<file path="src/shared/tpwm_defs.svh">
// register map, field positions, reset values and timing counts of the timer 1 pwm block
`ifndef TPWM_DEFS_SVH
`define TPWM_DEFS_SVH

// ==========================================================================
// register indexes (byte address = index * 4)
`define TPWM_IDX_MODE 10'h0b4
`define TPWM_IDX_DUTY_B 10'h0ba
`define TPWM_IDX_DUTY_C 10'h0bb
`define TPWM_IDX_HIGH 10'h0bc
`define TPWM_IDX_FORCE 10'h0bd
`define TPWM_IDX_PERIOD 10'h0c0
`define TPWM_IDX_DUTY_A 10'h0c1
`define TPWM_IDX_CTRL 10'h0c2
`define TPWM_IDX_CNT_LO 10'h0c3
`define TPWM_IDX_CNT_HI 10'h0c4

// ==========================================================================
// reset values
`define TPWM_RST_MODE 8'h00
`define TPWM_RST_DUTY_B 8'h7f
`define TPWM_RST_DUTY_C 8'h7f
`define TPWM_RST_HIGH 8'h00
`define TPWM_RST_FORCE 8'h00
`define TPWM_RST_PERIOD 8'hff
`define TPWM_RST_DUTY_A 8'h7f
`define TPWM_RST_CTRL 8'h00

// ==========================================================================
// field positions
`define TPWM_MODE_CK_LSB 0
`define TPWM_MODE_START 4
`define TPWM_MODE_CONT 5
`define TPWM_CTRL_EN 0
`define TPWM_CTRL_UPDT 1
`define TPWM_CTRL_BUSY 7
`define TPWM_FORCE_A 7
`define TPWM_FORCE_SIX 6
`define TPWM_HIGH_PER_LSB 0
`define TPWM_HIGH_C_LSB 2
`define TPWM_HIGH_B_LSB 4
`define TPWM_HIGH_A_LSB 6

// ==========================================================================
// timing and bus answers
`define TPWM_SYNC_TICKS 2'h3
`define TPWM_CK_EXT 4'hf
`define TPWM_RESP_OKAY 2'h0
`define TPWM_RESP_SLVERR 2'h2

`endif

</file>
<file path="src/shared/tpwm_pkg.sv">
// types shared by the timer 1 pwm block
package tpwm_pkg;

   // ==========================================================================
   // register write strobe from the bus slave
   typedef struct packed {
      logic en;
      logic [9:0] idx;
      logic [7:0] data;
   } tpwm_wr_t;

   // ==========================================================================
   // read channel states
   typedef enum logic [2:0] {
      RS_IDLE = 3'h1,
      RS_FETCH = 3'h2,
      RS_DATA = 3'h4
   } tpwm_rstate_t;

endpackage

</file>
<file path="src/verilog/tpwm_top.sv">
// timer 1 ten-bit six-output pwm with duty, high-bits and force-drive registers
//
// Operation
// - channel b duty low byte is its own 8-bit register, reset 7f.
// - channel c duty low byte is its own read-write register, apart from b.
// - high-bits register holds duty a, b, c bits 9:8 in 7:6, 5:4, 3:2; reset 0.
// - high-bits 1:0 are period bits 9:8 above the period low byte.
// - force register: force-a, force-six, then six output enables; reset 0.
// - force-a bit one drives channel a's waveform on every pair.
// - the six output enables act only while force-six is one.
// - in force-six mode a and a-bar enables pass or block their outputs.
// - in force-six mode b and b-bar enables pass or block their outputs.
// - written period and duty go active at period match, unless immediate update.
//
// Our own choice: the AXI4-Lite register port.
`timescale 1ns/100ps
`default_nettype none
`include "tpwm_defs.svh"
module tpwm_top
   import tpwm_pkg::*;
(
   input wire logic CLK_I,
   input wire logic RESET_I,
   input wire logic [11:0] AXI_AWADDR_I,
   input wire logic AXI_AWVALID_I,
   output logic AXI_AWREADY_O,
   input wire logic [31:0] AXI_WDATA_I,
   input wire logic [3:0] AXI_WSTRB_I,
   input wire logic AXI_WVALID_I,
   output logic AXI_WREADY_O,
   output logic [1:0] AXI_BRESP_O,
   output logic AXI_BVALID_O,
   input wire logic AXI_BREADY_I,
   input wire logic [11:0] AXI_ARADDR_I,
   input wire logic AXI_ARVALID_I,
   output logic AXI_ARREADY_O,
   output logic [31:0] AXI_RDATA_O,
   output logic [1:0] AXI_RRESP_O,
   output logic AXI_RVALID_O,
   input wire logic AXI_RREADY_I,
   input wire logic TIMER0_TICK_I,
   output logic PWM_A_PIN_O,
   output logic PWM_A_BAR_PIN_O,
   output logic PWM_B_PIN_O,
   output logic PWM_B_BAR_PIN_O,
   output logic PWM_C_PIN_O,
   output logic PWM_C_BAR_PIN_O
);

   // ==========================================================================
   // bus slave
   tpwm_wr_t wr;
   logic [9:0] wr_idx, rd_idx;
   logic [7:0] rd_data;
   logic wr_ok, rd_ok;

   tpwm_axil u_axil (
      .clk_i(CLK_I),
      .reset_i(RESET_I),
      .awaddr_i(AXI_AWADDR_I),
      .awvalid_i(AXI_AWVALID_I),
      .awready_o(AXI_AWREADY_O),
      .wdata_i(AXI_WDATA_I),
      .wstrb_i(AXI_WSTRB_I),
      .wvalid_i(AXI_WVALID_I),
      .wready_o(AXI_WREADY_O),
      .bresp_o(AXI_BRESP_O),
      .bvalid_o(AXI_BVALID_O),
      .bready_i(AXI_BREADY_I),
      .araddr_i(AXI_ARADDR_I),
      .arvalid_i(AXI_ARVALID_I),
      .arready_o(AXI_ARREADY_O),
      .rdata_o(AXI_RDATA_O),
      .rresp_o(AXI_RRESP_O),
      .rvalid_o(AXI_RVALID_O),
      .rready_i(AXI_RREADY_I),
      .wr_idx_o(wr_idx),
      .wr_ok_i(wr_ok),
      .wr_o(wr),
      .rd_idx_o(rd_idx),
      .rd_ok_i(rd_ok),
      .rd_data_i(rd_data)
   );

   // ==========================================================================
   // software registers
   logic [7:0] mode_ff, period_low_ff, duty_a_low_ff, duty_b_low_ff, duty_c_low_ff;
   logic [7:0] high_bits_ff, force_output_ctrl_ff, ctrl_ff;

   function automatic logic is_mapped(input logic [9:0] idx);
      is_mapped = (idx == `TPWM_IDX_MODE) || (idx == `TPWM_IDX_DUTY_B) ||
                  (idx == `TPWM_IDX_DUTY_C) || (idx == `TPWM_IDX_HIGH) ||
                  (idx == `TPWM_IDX_FORCE) || (idx == `TPWM_IDX_PERIOD) ||
                  (idx == `TPWM_IDX_DUTY_A) || (idx == `TPWM_IDX_CTRL) ||
                  (idx == `TPWM_IDX_CNT_LO) || (idx == `TPWM_IDX_CNT_HI);
   endfunction

   // count registers are read-only; writing them is answered with an error
   wire wr_is_cnt = (wr_idx == `TPWM_IDX_CNT_LO) || (wr_idx == `TPWM_IDX_CNT_HI);
   assign wr_ok = is_mapped(wr_idx) & ~wr_is_cnt;
   assign rd_ok = is_mapped(rd_idx);

   wire hit_mode = wr.en && (wr.idx == `TPWM_IDX_MODE);
   wire hit_duty_b = wr.en && (wr.idx == `TPWM_IDX_DUTY_B);
   wire hit_duty_c = wr.en && (wr.idx == `TPWM_IDX_DUTY_C);
   wire hit_high = wr.en && (wr.idx == `TPWM_IDX_HIGH);
   wire hit_force = wr.en && (wr.idx == `TPWM_IDX_FORCE);
   wire hit_period = wr.en && (wr.idx == `TPWM_IDX_PERIOD);
   wire hit_duty_a = wr.en && (wr.idx == `TPWM_IDX_DUTY_A);
   wire hit_ctrl = wr.en && (wr.idx == `TPWM_IDX_CTRL);
   wire hit_value = hit_duty_a | hit_duty_b | hit_duty_c | hit_high | hit_period;

   always_ff @(posedge CLK_I or posedge RESET_I) begin
      if (RESET_I) begin
         mode_ff <= `TPWM_RST_MODE;
         period_low_ff <= `TPWM_RST_PERIOD;
         duty_a_low_ff <= `TPWM_RST_DUTY_A;
         duty_b_low_ff <= `TPWM_RST_DUTY_B;
         duty_c_low_ff <= `TPWM_RST_DUTY_C;
         high_bits_ff <= `TPWM_RST_HIGH;
         force_output_ctrl_ff <= `TPWM_RST_FORCE;
         ctrl_ff <= `TPWM_RST_CTRL;
      end else begin
         if (hit_mode) mode_ff <= wr.data;
         if (hit_period) period_low_ff <= wr.data;
         if (hit_duty_a) duty_a_low_ff <= wr.data;
         if (hit_duty_b) duty_b_low_ff <= wr.data;
         if (hit_duty_c) duty_c_low_ff <= wr.data;
         if (hit_high) high_bits_ff <= wr.data;
         if (hit_force) force_output_ctrl_ff <= wr.data;
         if (hit_ctrl) ctrl_ff <= {6'h0, wr.data[1:0]};
      end
   end

   // ==========================================================================
   // control decode
   wire pwm_enable_bit = ctrl_ff[`TPWM_CTRL_EN];
   wire immediate_update = ctrl_ff[`TPWM_CTRL_UPDT];
   wire timer_start = mode_ff[`TPWM_MODE_START];
   wire timer_continue = mode_ff[`TPWM_MODE_CONT];
   wire [3:0] clock_select = mode_ff[`TPWM_MODE_CK_LSB +: 4];
   wire force_a_bit = force_output_ctrl_ff[`TPWM_FORCE_A];
   wire force_six_bit = force_output_ctrl_ff[`TPWM_FORCE_SIX];
   wire run = pwm_enable_bit & timer_start;

   // ==========================================================================
   // holding values: high bits above each low byte
   wire [9:0] hold_period = {high_bits_ff[`TPWM_HIGH_PER_LSB +: 2], period_low_ff};
   wire [2:0][9:0] hold_duty;
   assign hold_duty[0] = {high_bits_ff[`TPWM_HIGH_A_LSB +: 2], duty_a_low_ff};
   assign hold_duty[1] = {high_bits_ff[`TPWM_HIGH_B_LSB +: 2], duty_b_low_ff};
   assign hold_duty[2] = {high_bits_ff[`TPWM_HIGH_C_LSB +: 2], duty_c_low_ff};

   // ==========================================================================
   // timer clock
   logic tick;

   tpwm_presc u_presc (
      .clk_i(CLK_I),
      .reset_i(RESET_I),
      .run_i(run),
      .sel_i(clock_select),
      .ext_tick_i(TIMER0_TICK_I),
      .tick_o(tick)
   );

   // ==========================================================================
   // counter, period match and update of the active values
   logic [9:0] cnt_ff, act_period_ff;
   logic [2:0][9:0] act_duty_ff;
   logic [1:0] sync_cnt_ff;

   wire count_tick = tick & run & timer_continue;
   wire period_match = count_tick && (cnt_ff >= act_period_ff);
   // a fresh value needs three timer ticks before an immediate load may use it
   wire sync_done = count_tick && (sync_cnt_ff == 2'h1);
   wire load_active = period_match | (sync_done & immediate_update);
   wire [1:0] nxt_sync_cnt = hit_value ? `TPWM_SYNC_TICKS :
                             (count_tick && (sync_cnt_ff != 2'h0)) ? sync_cnt_ff - 2'h1 :
                             sync_cnt_ff;
   wire [9:0] nxt_cnt = ~run ? 10'h0 :
                        period_match ? 10'h0 :
                        count_tick ? cnt_ff + 10'h1 : cnt_ff;

   always_ff @(posedge CLK_I or posedge RESET_I) begin
      if (RESET_I) begin
         cnt_ff <= 10'h0;
         sync_cnt_ff <= 2'h0;
         act_period_ff <= 10'({`TPWM_RST_HIGH, `TPWM_RST_PERIOD});
         act_duty_ff[0] <= 10'({`TPWM_RST_HIGH, `TPWM_RST_DUTY_A});
         act_duty_ff[1] <= 10'({`TPWM_RST_HIGH, `TPWM_RST_DUTY_B});
         act_duty_ff[2] <= 10'({`TPWM_RST_HIGH, `TPWM_RST_DUTY_C});
      end else begin
         cnt_ff <= nxt_cnt;
         sync_cnt_ff <= nxt_sync_cnt;
         if (load_active) begin
            act_period_ff <= hold_period;
            act_duty_ff <= hold_duty;
         end
      end
   end

   // ==========================================================================
   // waveforms and output gating per complementary pair
   logic [2:0] wave, pair_src;
   logic [5:0] nxt_pin, pin_ff;

   genvar ch;
   generate
      for (ch = 0; ch < 3; ch++) begin : g_pair
         localparam int POS = 5 - 2 * ch;
         localparam int NEG = 4 - 2 * ch;
         // high from counter restart until duty match
         assign wave[ch] = cnt_ff < act_duty_ff[ch];
         assign pair_src[ch] = force_a_bit ? wave[0] : wave[ch];
         // enables only matter in force-six mode
         wire pos_gate = ~force_six_bit | force_output_ctrl_ff[POS];
         wire neg_gate = ~force_six_bit | force_output_ctrl_ff[NEG];
         assign nxt_pin[POS] = pwm_enable_bit & pos_gate & pair_src[ch];
         assign nxt_pin[NEG] = pwm_enable_bit & neg_gate & ~pair_src[ch];
      end
   endgenerate

   always_ff @(posedge CLK_I or posedge RESET_I) begin
      if (RESET_I) begin
         pin_ff <= 6'h0;
      end else begin
         pin_ff <= nxt_pin;
      end
   end

   assign PWM_A_PIN_O = pin_ff[5];
   assign PWM_A_BAR_PIN_O = pin_ff[4];
   assign PWM_B_PIN_O = pin_ff[3];
   assign PWM_B_BAR_PIN_O = pin_ff[2];
   assign PWM_C_PIN_O = pin_ff[1];
   assign PWM_C_BAR_PIN_O = pin_ff[0];

   // ==========================================================================
   // read selection
   wire sync_busy = sync_cnt_ff != 2'h0;
   assign rd_data =
      (rd_idx == `TPWM_IDX_MODE) ? mode_ff :
      (rd_idx == `TPWM_IDX_DUTY_B) ? duty_b_low_ff :
      (rd_idx == `TPWM_IDX_DUTY_C) ? duty_c_low_ff :
      (rd_idx == `TPWM_IDX_HIGH) ? high_bits_ff :
      (rd_idx == `TPWM_IDX_FORCE) ? force_output_ctrl_ff :
      (rd_idx == `TPWM_IDX_PERIOD) ? period_low_ff :
      (rd_idx == `TPWM_IDX_DUTY_A) ? duty_a_low_ff :
      (rd_idx == `TPWM_IDX_CTRL) ? {sync_busy, ctrl_ff[6:0]} :
      (rd_idx == `TPWM_IDX_CNT_LO) ? cnt_ff[7:0] :
      (rd_idx == `TPWM_IDX_CNT_HI) ? {6'h0, cnt_ff[9:8]} : 8'h0;
endmodule
`default_nettype wire

</file>
<file path="src/verilog/tpwm_presc.sv">
// timer clock prescaler: one-cycle tick at fx / 2^sel, or the timer 0 tick
`timescale 1ns/100ps
`default_nettype none
`include "tpwm_defs.svh"
module tpwm_presc (
   input wire logic clk_i,
   input wire logic reset_i,
   input wire logic run_i,
   input wire logic [3:0] sel_i,
   input wire logic ext_tick_i,
   output logic tick_o
);

   logic [13:0] div_ff;
   logic tick_ff;
   wire [14:0] full_mask = (15'h1 << sel_i) - 15'h1;
   wire [13:0] mask = full_mask[13:0];
   wire div_hit = (div_ff & mask) == mask;
   wire nxt_tick = run_i & ((sel_i == `TPWM_CK_EXT) ? ext_tick_i : div_hit);

   // ==========================================================================
   // divider restarts when stopped so the first period is full length
   always_ff @(posedge clk_i or posedge reset_i) begin
      if (reset_i) begin
         div_ff <= 14'h0;
         tick_ff <= 1'b0;
      end else begin
         div_ff <= run_i ? div_ff + 14'h1 : 14'h0;
         tick_ff <= nxt_tick;
      end
   end

   assign tick_o = tick_ff;

endmodule
`default_nettype wire

</file>
<file path="src/verilog/tpwm_axil.sv">
// axi4-lite slave front end: one write and one read at a time, 8-bit registers in lane 0
`timescale 1ns/100ps
`default_nettype none
`include "tpwm_defs.svh"
module tpwm_axil
   import tpwm_pkg::*;
(
   input wire logic clk_i,
   input wire logic reset_i,
   input wire logic [11:0] awaddr_i,
   input wire logic awvalid_i,
   output logic awready_o,
   input wire logic [31:0] wdata_i,
   input wire logic [3:0] wstrb_i,
   input wire logic wvalid_i,
   output logic wready_o,
   output logic [1:0] bresp_o,
   output logic bvalid_o,
   input wire logic bready_i,
   input wire logic [11:0] araddr_i,
   input wire logic arvalid_i,
   output logic arready_o,
   output logic [31:0] rdata_o,
   output logic [1:0] rresp_o,
   output logic rvalid_o,
   input wire logic rready_i,
   output logic [9:0] wr_idx_o,
   input wire logic wr_ok_i,
   output tpwm_wr_t wr_o,
   output logic [9:0] rd_idx_o,
   input wire logic rd_ok_i,
   input wire logic [7:0] rd_data_i
);

   logic aw_held_ff, w_held_ff, awready_ff, wready_ff, bvalid_ff, lane0_ff;
   logic arready_ff, rvalid_ff;
   logic [9:0] aw_idx_ff, ar_idx_ff;
   logic [7:0] wdata_ff;
   logic [1:0] bresp_ff, rresp_ff;
   logic [31:0] rdata_ff;
   tpwm_wr_t wr_ff;
   tpwm_rstate_t rstate_ff;

   // ==========================================================================
   // write channel: address and data taken in either order, answer after both
   wire aw_take = awvalid_i & awready_ff;
   wire w_take = wvalid_i & wready_ff;
   wire fire = aw_held_ff & w_held_ff & ~bvalid_ff;
   wire nxt_aw_held = aw_held_ff ? ~fire : aw_take;
   wire nxt_w_held = w_held_ff ? ~fire : w_take;
   wire ar_take = arvalid_i & arready_ff;

   always_ff @(posedge clk_i or posedge reset_i) begin
      if (reset_i) begin
         aw_held_ff <= 1'b0;
         w_held_ff <= 1'b0;
         awready_ff <= 1'b1;
         wready_ff <= 1'b1;
         bvalid_ff <= 1'b0;
         bresp_ff <= `TPWM_RESP_OKAY;
         aw_idx_ff <= 10'h0;
         wdata_ff <= 8'h0;
         lane0_ff <= 1'b0;
         wr_ff <= '0;
      end else begin
         aw_held_ff <= nxt_aw_held;
         w_held_ff <= nxt_w_held;
         awready_ff <= ~nxt_aw_held;
         wready_ff <= ~nxt_w_held;
         if (aw_take) begin
            aw_idx_ff <= awaddr_i[11:2];
         end
         if (w_take) begin
            wdata_ff <= wdata_i[7:0];
            lane0_ff <= wstrb_i[0];
         end
         if (fire) begin
            bvalid_ff <= 1'b1;
            bresp_ff <= wr_ok_i ? `TPWM_RESP_OKAY : `TPWM_RESP_SLVERR;
         end else if (bready_i) begin
            bvalid_ff <= 1'b0;
         end
         // a write without lane 0 is answered but stores nothing
         wr_ff <= '{en: fire & wr_ok_i & lane0_ff, idx: aw_idx_ff, data: wdata_ff};
      end
   end

   // ==========================================================================
   // read channel
   always_ff @(posedge clk_i or posedge reset_i) begin
      if (reset_i) begin
         rstate_ff <= RS_IDLE;
         arready_ff <= 1'b1;
         rvalid_ff <= 1'b0;
         ar_idx_ff <= 10'h0;
         rdata_ff <= 32'h0;
         rresp_ff <= `TPWM_RESP_OKAY;
      end else begin
         unique case (rstate_ff)
            RS_IDLE: begin
               if (ar_take) begin
                  ar_idx_ff <= araddr_i[11:2];
                  arready_ff <= 1'b0;
                  rstate_ff <= RS_FETCH;
               end
            end
            RS_FETCH: begin
               rdata_ff <= {24'h0, rd_ok_i ? rd_data_i : 8'h0};
               rresp_ff <= rd_ok_i ? `TPWM_RESP_OKAY : `TPWM_RESP_SLVERR;
               rvalid_ff <= 1'b1;
               rstate_ff <= RS_DATA;
            end
            RS_DATA: begin
               if (rready_i) begin
                  rvalid_ff <= 1'b0;
                  arready_ff <= 1'b1;
                  rstate_ff <= RS_IDLE;
               end
            end
         endcase
      end
   end

   assign awready_o = awready_ff;
   assign wready_o = wready_ff;
   assign bvalid_o = bvalid_ff;
   assign bresp_o = bresp_ff;
   assign arready_o = arready_ff;
   assign rvalid_o = rvalid_ff;
   assign rdata_o = rdata_ff;
   assign rresp_o = rresp_ff;
   assign wr_idx_o = aw_idx_ff;
   assign wr_o = wr_ff;
   assign rd_idx_o = ar_idx_ff;

endmodule
`default_nettype wire

</file>
<file path="config.mk">
export PLATFORM = sky130hd
export DESIGN_NAME = tpwm_top
export DESIGN_NICKNAME = d
export VERILOG_FILES = /design/src/shared/tpwm_pkg.sv /design/src/verilog/tpwm_top.sv /design/src/verilog/tpwm_presc.sv /design/src/verilog/tpwm_axil.sv
export VERILOG_INCLUDE_DIRS = /design/src /design/src/shared
export SDC_FILE = /design/constraint.sdc
export NUM_CORES = 1
export LEC_CHECK = 0
export BUFFER_PORTS_ARGS = -buffer_cell sky130_fd_sc_hd__buf_2
export CAP_MARGIN = 25
export CORE_MARGIN = 3
export CORE_UTILIZATION = 25
export CTS_BUF_LIST = sky130_fd_sc_hd__clkbuf_4 sky130_fd_sc_hd__clkbuf_8
export CTS_CLUSTER_SIZE = 8
export DETAILED_ROUTE_END_ITERATION = 7
export PLACE_DENSITY_LB_ADDON = 0.3
export SYNTH_ARGS = -nofsm -noshare
export SYNTH_HDL_FRONTEND = slang
export SYNTH_SLANG_ARGS = --single-unit
</file>
<file path="constraint.sdc">
create_clock -name CLK_I -period 6.3 [get_ports CLK_I]
set_clock_uncertainty 0.15 [all_clocks]
set_input_delay 0.945 -clock CLK_I [delete_from_list [all_inputs] [get_ports CLK_I]]
set_output_delay 0.945 -clock CLK_I [all_outputs]
set_load 0.02 [all_outputs]
</file>
* Yosys cells after proc, flatten, opt, wreduce, memory -nomap -nowiden *
Cells that the tools add are included.

storage, ports and cells
  memory bits (read-only) = 0
  output and inout port bits = 47
  bits in latches = 0
  memory bits (writable) = 0
  register bits after elaboration = 201
  word-level logic and storage cells = 200
  bits of input ports = 68
  memories kept = 0

cells by class
  muxes and demuxes = 34
  bitwise gates (word level) = 46
  div/mod/pow operators = 0
  equal/unequal tests = 37
  shift operators = 1
  multipliers = 0
  magnitude comparators = 4
  reductions and logical operators = 39
  add/sub/neg operators = 4

operators with widths
  cell                                                                    count
  10-bit by 8-bit equality test with 1-bit output, second input constant  28
  8-bit 2-to-1 mux                                                        10
  10-bit < comparator                                                     3
  10-bit 2-to-1 mux                                                       3
  1-bit bitwise AND                                                       25
  1-bit logical OR                                                        19
  14-bit by 1-bit adder with 14-bit output, second input constant         1
  14-bit bitwise AND                                                      1
  14-bit equality test                                                    1
  14-bit 2-to-1 mux                                                       1
  1-bit by 4-bit << shifter with 14-bit output, first input constant      1
  14-bit by 1-bit subtractor with 14-bit output, second input constant    1
  1-bit logical AND                                                       11
  1-bit OR                                                                11
  10-bit by 1-bit adder with 10-bit output, second input constant         1
  10-bit >= comparator                                                    1
  1-bit 2-to-1 mux                                                        10
  2-bit 2-to-1 mux                                                        5
  2-bit nonzero test                                                      5
  1-bit inverter                                                          9
  3-bit one-hot mux with 3 select lines                                   1
  3-bit 2-to-1 mux                                                        2
  2-bit AND reduction                                                     3
  4-bit equality test, second input constant                              1
  10 further kinds                                                        11

* Longest topological paths before layout *
Gate-level depths: netlist of the first run.

  depth in word-level cells = 13
  gate-level depth with buffers = 10
  mapped depth without buffers = 8

* Hierarchy *
Synthesis of the first run repeated with hierarchy kept, for this count alone.

unflattened totals
  cell total of the unflattened synthesis = 873
  area, all modules = 10,084.7 um2

modules (own cells, without submodules)
  module      seq. area each (um2)  cells each  area each (um2)  times used
  tpwm_top    2,975.4               561         6,414.9          1
  tpwm_axil   1,706.6               193         2,608.8          1
  tpwm_presc  375.4                 119         1,061.0          1

* Worst setup path after synthesis of the first run *
No wires, ideal clock.

  path kind = reg2reg
  from = register mode_ff[1]
  to = register u_presc.tick_ff (netlist: u_presc.tick_o)
  setup time = 78 ps
  path slack = 3,917 ps
  data required time = 6,072 ps
  arrival = 2,155 ps
  stages on the path, launching flop included = 10
  cells stage by stage = dfrtp_1 > clkbuf_1 > nand3b_1 > ha_1 > clkbuf_1 > nor3b_1 > nor4_1 > o31ai_1 > or4_1 > o21bai_1

on the way
  cells in the longest elaborated chain, start to end = 6
  elaborated cells on any way between the ends = 7
  classes of those cells = 1 x add/sub; 2 x eq/ne; 1 x shift; 1 x mux; 2 x bitwise

RTL lines
  item                                           line              source
  from (decl)                                    tpwm_top.sv:87    logic [7:0] mode_ff, period_low_ff, duty_a_low_ff, duty_b_low_ff, duty_c_low_ff;
  from (signal assigned)                         tpwm_top.sv:115   mode_ff <= `TPWM_RST_MODE;
  from (signal assigned)                         tpwm_top.sv:124   if (hit_mode) mode_ff <= wr.data;
  1-bit by 4-bit << shifter with 14-bit output   tpwm_presc.sv:16  wire [14:0] full_mask = (15'h1 << sel_i) - 15'h1;
  14-bit by 1-bit subtractor with 14-bit output  tpwm_presc.sv:16
  14-bit bitwise AND                             tpwm_presc.sv:18  wire div_hit = (div_ff & mask) == mask;
  14-bit equality test                           tpwm_presc.sv:18
  1-bit 2-to-1 mux (*)                           tpwm_presc.sv:19  wire nxt_tick = run_i & ((sel_i == `TPWM_CK_EXT) ? ext_tick_i : div_hit);
  1-bit bitwise AND (*)                          tpwm_presc.sv:19
  via u_presc.nxt_tick                           tpwm_presc.sv:19
  to (signal assigned)                           tpwm_presc.sv:29  tick_ff <= nxt_tick;
  to (decl)                                      tpwm_presc.sv:15  logic tick_ff;

The timed path passes the listed nets; every way through them passes the cells marked *.
A chain may end at the register's enable or synchronous reset.

* Final worst setup path of the first run *
  from = register cnt_ff[8]
  to = register act_duty_ff[28] (netlist name)

on the way
  cells in the longest elaborated chain, start to end = 3

RTL lines
  item                    line             source
  from (decl)             tpwm_top.sv:169  logic [9:0] cnt_ff, act_period_ff;
  from (signal assigned)  tpwm_top.sv:194  cnt_ff <= nxt_cnt;
  10-bit >= comparator    tpwm_top.sv:174  wire period_match = count_tick && (cnt_ff >= act_period_ff);
  1-bit logical AND       tpwm_top.sv:174
  1-bit OR                tpwm_top.sv:177  wire load_active = period_match | (sync_done & immediate_update);
  to (signal assigned)    tpwm_top.sv:198  act_duty_ff <= hold_duty;
  to (decl)               tpwm_top.sv:170  logic [2:0][9:0] act_duty_ff;

No other way between the ends.

==> results of run 1 <==
[per-layer routing]
| layer | up-vias | routed length [um] | global-route usage [%] |
|---|---|---|---|
| met5 | - | 0 | 0 |
| met2 | 115 | 11700 | 19.6 |
| li1 | 3210 | - | - |
| met4 | 0 | 567 | 3.98 |
| met1 | 3348 | 11300 | 15.8 |
| met3 | 29 | 763 | 2.14 |
[area by class of cell]
class / count / area, um^2
clock buffers: 20 / 275
clock inverters: 12 / 106
fillers: 4109 / 27900
inverters: 59 / 225
multi-input cells: 601 / 4510
flip-flops and latches: 199 / 5060
well taps: 518 / 648
repair buffers: 62 / 335
[stage by stage]
step	total power [uW]	hold slack (ns)	setup slack [ns]	cells
2_1_floorplan	2110	0.200	2.68	913
3_5_place_dp	2350	0.211	3.30	1438
4_1_cts	3160	0.236	3.27	1470
6_report	3110	0.232	3.28	1471
5_1_grt	3300	0.242	3.10	1471
3_3_place_gp	2340	0.208	3.30	1438
[flip-flops by register name, indices dropped and copies added (netlist names), 10 cells and up]
| register | count |
|---|---|
| u_axil.wr_o | 19 |
| u_presc.div_ff | 14 |
| u_axil.rd_idx_o | 10 |
| cnt_ff | 10 |
| u_axil.wr_idx_o | 10 |
| act_duty_ff | 30 |
| act_period_ff | 10 |
[cell families after synthesis]
kind of cell / Yosys count / share of synthesized area, %
AND/OR/NAND/NOR: 223 / 11.8
flip-flops: 199 / 50.5
AO/OA/AOI/OAI: 158 / 10.0
multiplexers: 136 / 15.5
buffers and inverters: 113 / 5.47
adder cells (fa/ha/maj): 42 / 5.24
XOR/XNOR: 16 / 1.40
other: 1 / 0.0374
[placed cells by master, fill, tap and decap left out, drive strengths merged, types with 11 or more instances in the layout]
cell type,count
a21oi,40
buf,62
clkbuf,20
conb,26
dfrtp,137
dfstp,62
ha,42
inv,65
mux2,133
nand2,66
nand3,21
nor2,53
nor3,19
nor4,11
o21ai,45
[worst reg2reg max path, cell delays in order, from the launching register on]
cell      delay [ns]
dfrtp_1         0.58
ha_1            0.32
nor4_1          0.22
o21ai_0         0.14
a41oi_1         0.30
o21ai_0         0.18
nand2b_2        0.09
buf_4           0.50
mux2_2          0.43
[power by group]
group	total, uW	switching [uW]	internal [uW]	leakage, uW
registers	1770	299	1470	0.00243
clock network	796	478	318	0.000187
logic	546	319	228	0.00217
total	3110	1100	2010	0.00480
[worst max-delay path by stage]
stage / start / to / slack, ns / depth (start not counted)
4_1_cts: cnt_ff[0] / act_period_ff[9] / 3.27 / 9
5_1_grt: cnt_ff[0] / act_duty_ff[29] / 3.10 / 9
6_report: cnt_ff[8] / act_duty_ff[28] / 3.28 / 8
3_5_place_dp: cnt_ff[0] / act_duty_ff[27] / 3.30 / 9
2_1_floorplan: RESET_I / act_duty_ff[17] / 2.68 / 1
3_3_place_gp: cnt_ff[0] / act_duty_ff[27] / 3.30 / 9
==> impl_metrics.json, run 1 <==
{
  "synth_warnings": 0,
  "num_io_pins": 115,
  "cellLeakagePower_uw": 0.00480,
  "synth_cell_types": 69,
  "cts_tree": "built",
  "hold_end": "u_axil.wr_o[4]",
  "core_area_um2": 39100,
  "yosysMostFrequentCell": "dfrtp_1",
  "syn2layout_area_growth_pct": 11.4,
  "setup_viol": 0,
  "grt_pass1_vias": 6797,
  "ir_drop_mv": 0.205,
  "via_per_inst": 4.56,
  "maxClockFrequency_mhz": 331,
  "synth-seq-cells": 199,
  "hold_buffers": 0,
  "rr_startpoint": "cnt_ff[8]",
  "diodes": 0,
  "whs_path_depth": 0,
  "die_width_um": 206,
  "cts.sinks": 199,
  "cts.htree.levels": 4,
  "cp-end-kind": "register",
  "cp_num_buf_inv": 1,
  "num_rows": 72,
  "cp_slowest_stage_delay_ns": 0.58,
  "yosysTopAreaCell": "dfrtp_1",
  "dp_hpwl_um": 17400,
  "hold_start": "u_axil.wdata_ff[4]",
  "syn_avg_cell_area_um2": 11.3,
  "start_util_pct": 25.6,
  "crit_top_cell": "o21ai_0",
  "critPathMaxFanout": 40,
  "hold_path_class": "register to register",
  "critical-path-top-delay-family": "compound AO/OA/AOI/OAI gates",
  "dieArea_um2": 42500,
  "antenna_found_initial": 0,
  "synthArstFlopShare_pct": 100,
  "wl_um": 24400,
  "io_buffers": 57,
  "grt_overflow": 0,
  "layout-drive-gt1-share_pct": 31.9,
  "start_kind": "register",
  "post_cts_buffers": 0,
  "track_usage_pct": 11.9,
  "worst-slew-pin-transition_ns": 0.860,
  "stdcell_area_um2": 11200,
  "reg2reg_to": "act_duty_ff[28]",
  "report.final.slew_viol_count": 0,
  "synth_top_area_share_pct": 34.2,
  "yosysSeqAreaShare_pct": 50.5,
  "grt_first_pass_wirelength_um": 39100,
  "dr.pass1.iters": 4,
  "rsz0062_at_grt": "false",
  "max-slew-margin-rel_pct": 42.7,
  "clkTransAtPathRegs_ns": 0.11,
  "worstPathRequired_ns": 6.52,
  "cts_buffer_depth": 2,
  "cts_resized": 0,
  "die_h_um": 206,
  "placed_area_um2": 10800,
  "postRouteAntennaNets": 0,
  "final_util_pct": 28.5,
  "r2r_cells": 8,
  "arrival_ns": 3.24,
  "clk_latency_ns": 0.48,
  "wl_per_cell_um": 16.6,
  "cp_slowest_cell": "dfrtp_1",
  "cp_cell_sequence": "ha_1, nor4_1, o21ai_0, a41oi_1, o21ai_0, nand2b_2, buf_4, mux2_2",
  "netlist_area_um2": 10000,
  "netlist_instances": 888,
  "outcome": "completed",
  "synthFlopType": "dfrtp_1",
  "ys_top_cells_by_area": "dfrtp_1 (34%), dfstp_2 (16%), mux2_2 (14%), ha_1 (5.2%), nand2_1 (2.4%)",
  "synth_edf_count": 0,
  "cts-root-buf": "clkbuf_8",
  "layout.nets": 1050,
  "rrSetupSlack_ns": 3.28,
  "drcViolationCount": 0,
  "maxCapViolations": 0,
  "period_share_pct": 48.0,
  "path_class": "register to register",
  "vias": 6702,
  "timing.final.hold_violations": 0,
  "place_congestion": 0.849,
  "synth_commonest_cells": "dfrtp_1 (137), mux2_2 (125), nand2_1 (65)",
  "cts_made_buffers": 17,
  "grt_max_degree": 153,
  "p_per_area_nw_per_um2": 279,
  "tns_ns": 0,
  "initialDrtViolationCount": 390,
  "min_period_ns": 3.02
}
(Power assumes the default switching activity.)
==> run 2, diff against run 1 <==
ABC_AREA = 1   (was default)
clock period = 2.55 ns   (was 6.3 ns; I/O delays follow)
==> impl_metrics.json, run 2 <==
{
  "outcome": "completed",
  "p_seq_share_pct": 54.0,
  "drcViolationCount": 0,
  "swShare_pct": 33.7,
  "rsz0062_at_grt": "true",
  "yosysSeqAreaShare_pct": 50.0,
  "netlist_instances": 1189,
  "dpl.cell_count": 1766,
  "arrival_ns": 2.56,
  "num_io_pins": 115,
  "track_usage_pct": 12.5,
  "netlist_area_um2": 10100,
  "report.final.slew_viol_count": 0,
  "intPower_uw": 4800,
  "power.share.clock_pct": 28.2,
  "synthArstFlopShare_pct": 100,
  "io_buffers": 57,
  "grt_first_pass_wirelength_um": 43300,
  "setup_viol": 0,
  "synth-seq-cells": 199,
  "initialDrtViolationCount": 556,
  "syn_avg_cell_area_um2": 8.50,
  "p_sw_uw": 2440,
  "layout-drive-gt1-share_pct": 18.2,
  "via_per_inst": 4.34,
  "antenna_found_initial": 0,
  "cts.sinks": 199,
  "largest_register_ffs": 30,
  "wl_per_cell_um": 14.3,
  "path_class": "register to register",
  "maxCapViolations": 0,
  "syn2layout_area_growth_pct": 16.0,
  "timing.final.hold_violations": 0,
  "clkTransAtPathRegs_ns": 0.10,
  "period_share_pct": 90.6,
  "place_congestion": 0.897,
  "cts.htree.levels": 4,
  "cts-root-buf": "clkbuf_8",
  "postRouteAntennaNets": 0,
  "regMostFlops": "act_duty_ff",
  "final_common_cell": "nand2_1",
  "dr.pass1.iters": 5,
  "multi_input_area_um2": 4260,
  "synth_top_area_share_pct": 33.9,
  "start_kind": "register",
  "seq_area_um2": 5060,
  "cts_made_buffers": 17,
  "grt_max_degree": 74,
  "hold_path_class": "primary input to register",
  "grt_overflow": 0,
  "ir_drop_mv": 0.398,
  "dp_hpwl_um": 19500,
  "post_cts_buffers": 0,
  "yosysTopAreaCell": "dfrtp_1",
  "layout_common_cells": "nand2_1 (336), dfrtp_1 (137), inv_1 (132), o21ai_0 (123), nor2_1 (68)",
  "cp-end-kind": "register",
  "worst-slew-pin-transition_ns": 0.967,
  "cellLeakagePower_uw": 0.00538,
  "clk_latency_ns": 0.47,
  "maxClockFrequency_mhz": 433,
  "fin_cells": 1830,
  "synth_commonest_cells": "nand2_1 (336), dfrtp_1 (137), inv_1 (133)",
  "grt_pass1_vias": 7881,
  "critPathMaxFanout": 42,
  "dieArea_um2": 42900,
  "vias": 7943,
  "cts_tree": "built",
  "n_fill_cell": 4398,
  "total_power_uw": 7240,
  "yosysMostFrequentCell": "nand2_1",
  "die_width_um": 207,
  "min_period_ns": 2.31,
  "synth_edf_count": 0,
  "worstPathRequired_ns": 2.80,
  "wl_um": 26200,
  "p_per_area_nw_per_um2": 618,
  "synthFlopType": "dfrtp_1",
  "synth_cell_types": 45,
  "synth_warnings": 0,
  "die_h_um": 207,
  "core_area_um2": 39800,
  "p_comb_share_pct": 17.9,
  "num_rows": 73,
  "layout.nets": 1402,
  "diodes": 0,
  "start_util_pct": 25.4,
  "cts_buffer_depth": 2,
  "ys_top_cells_by_area": "dfrtp_1 (34%), dfstp_2 (16%), nand2_1 (12%), o21ai_0 (6.1%), ha_1 (5.2%)",
  "max-slew-margin-rel_pct": 35.0
}
-- run 2: cell type report --
cell class	count	area share, %
clock buffer	19	2.18
multi-input combinational	822	36.3
sequential	199	43.1
tap	525	5.60
clock inverter	13	1.15
inverter	142	4.58
timing repair buffer	110	7.04
-- run 2: cells by family (layout without fill, tap and decap cells) --
family                     Yosys count  in the layout  synth area share [%]
and+or+nand+nor                    523            523                  22.1
adders and majority gates           42             42                  5.20
other                                1             26                0.0371
buffers and inverters              193            284                  8.80
xor gates and xnor gates            10             10                 0.866
AOI/OAI and AO/OA                  221            221                  12.9
DFF                                199            199                  50.0
-- run 2: repair_timing --
| action | 4_1_cts | 5_1_grt |
|---|---|---|
| gates resized for setup | 0 | 0 |
| setup endpoints to repair | 0 | 1 |
| hold buffers | 32 | 0 |
| endpoints found under the hold margin | 168 | 0 |
-- run 2: power groups by stage --
| stage | Clock (uW) | Combinational [uW] | Sequential (uW) |
|---|---|---|---|
| 2_1_floorplan | 0 | 831 | 3940 |
| 3_3_place_gp | 0 | 1270 | 3960 |
| 5_1_grt | 2260 | 1470 | 3970 |
| 3_5_place_dp | 0 | 1280 | 3970 |
| 6_report | 2040 | 1300 | 3910 |
| 4_1_cts | 2130 | 1320 | 3910 |
-- run 2: path summary, 6_finish.rpt --
kind | startpoint | to | slack, ns | cells past startpoint
min | TIMER0_TICK_I | u_presc.tick_o | 0.04 | 3
min reg2reg | u_axil.wdata_ff[5] | u_axil.wr_o[5] | 0.24 | 0
min in group asynchronous | RESET_I | u_axil.rd_idx_o[0] | 0.45 | 4
max reg2reg | act_period_ff[7] | act_duty_ff[17] | 0.24 | 11
max in group asynchronous | RESET_I | duty_a_low_ff[2] | 1.38 | 4
max | act_period_ff[7] | act_duty_ff[17] | 0.24 | 11
-- run 2: metrics by stage --
stage | setup TNS, ns | util, % | worst slack (ns) | hold slack [ns] | instance area (um^2)
after floorplan | -69.35 | - | -0.506 | 0.204 | 10200
after detailed placement | 0 | 27.7 | 0.244 | 0.210 | 11000
after CTS | 0 | 29.4 | 0.211 | 0.00380 | 11700
final | 0 | 29.4 | 0.239 | 0.0360 | 11700
after global routing | -0.00519 | 29.4 | -0.00519 | 0.000328 | 11700
after global placement | 0 | 27.7 | 0.225 | 0.211 | 11000
-- run 2: per-layer routing --
layer | vias to the layer above | GRT usage (%) | share of wire (%)
met1 | 3750 | 17.9 | 49
met3 | 32 | 1.64 | 2.9
met5 | - | 0 | 0
li1 | 4019 | - | -
met2 | 142 | 19.8 | 46
met4 | 0 | 3.37 | 1.8
-- run 2: worst max-delay path, cell delays in order (launching register included) --
cell and delay (ns):
dfstp_2 0.53, inv_1 0.04, ha_1 0.31, inv_1 0.08, nor3_2 0.19, o211ai_1 0.12
o2111ai_2 0.11, nand2_2 0.14, nand2_2 0.15, buf_12 0.24, nand2_1 0.11, o21ai_2 0.06
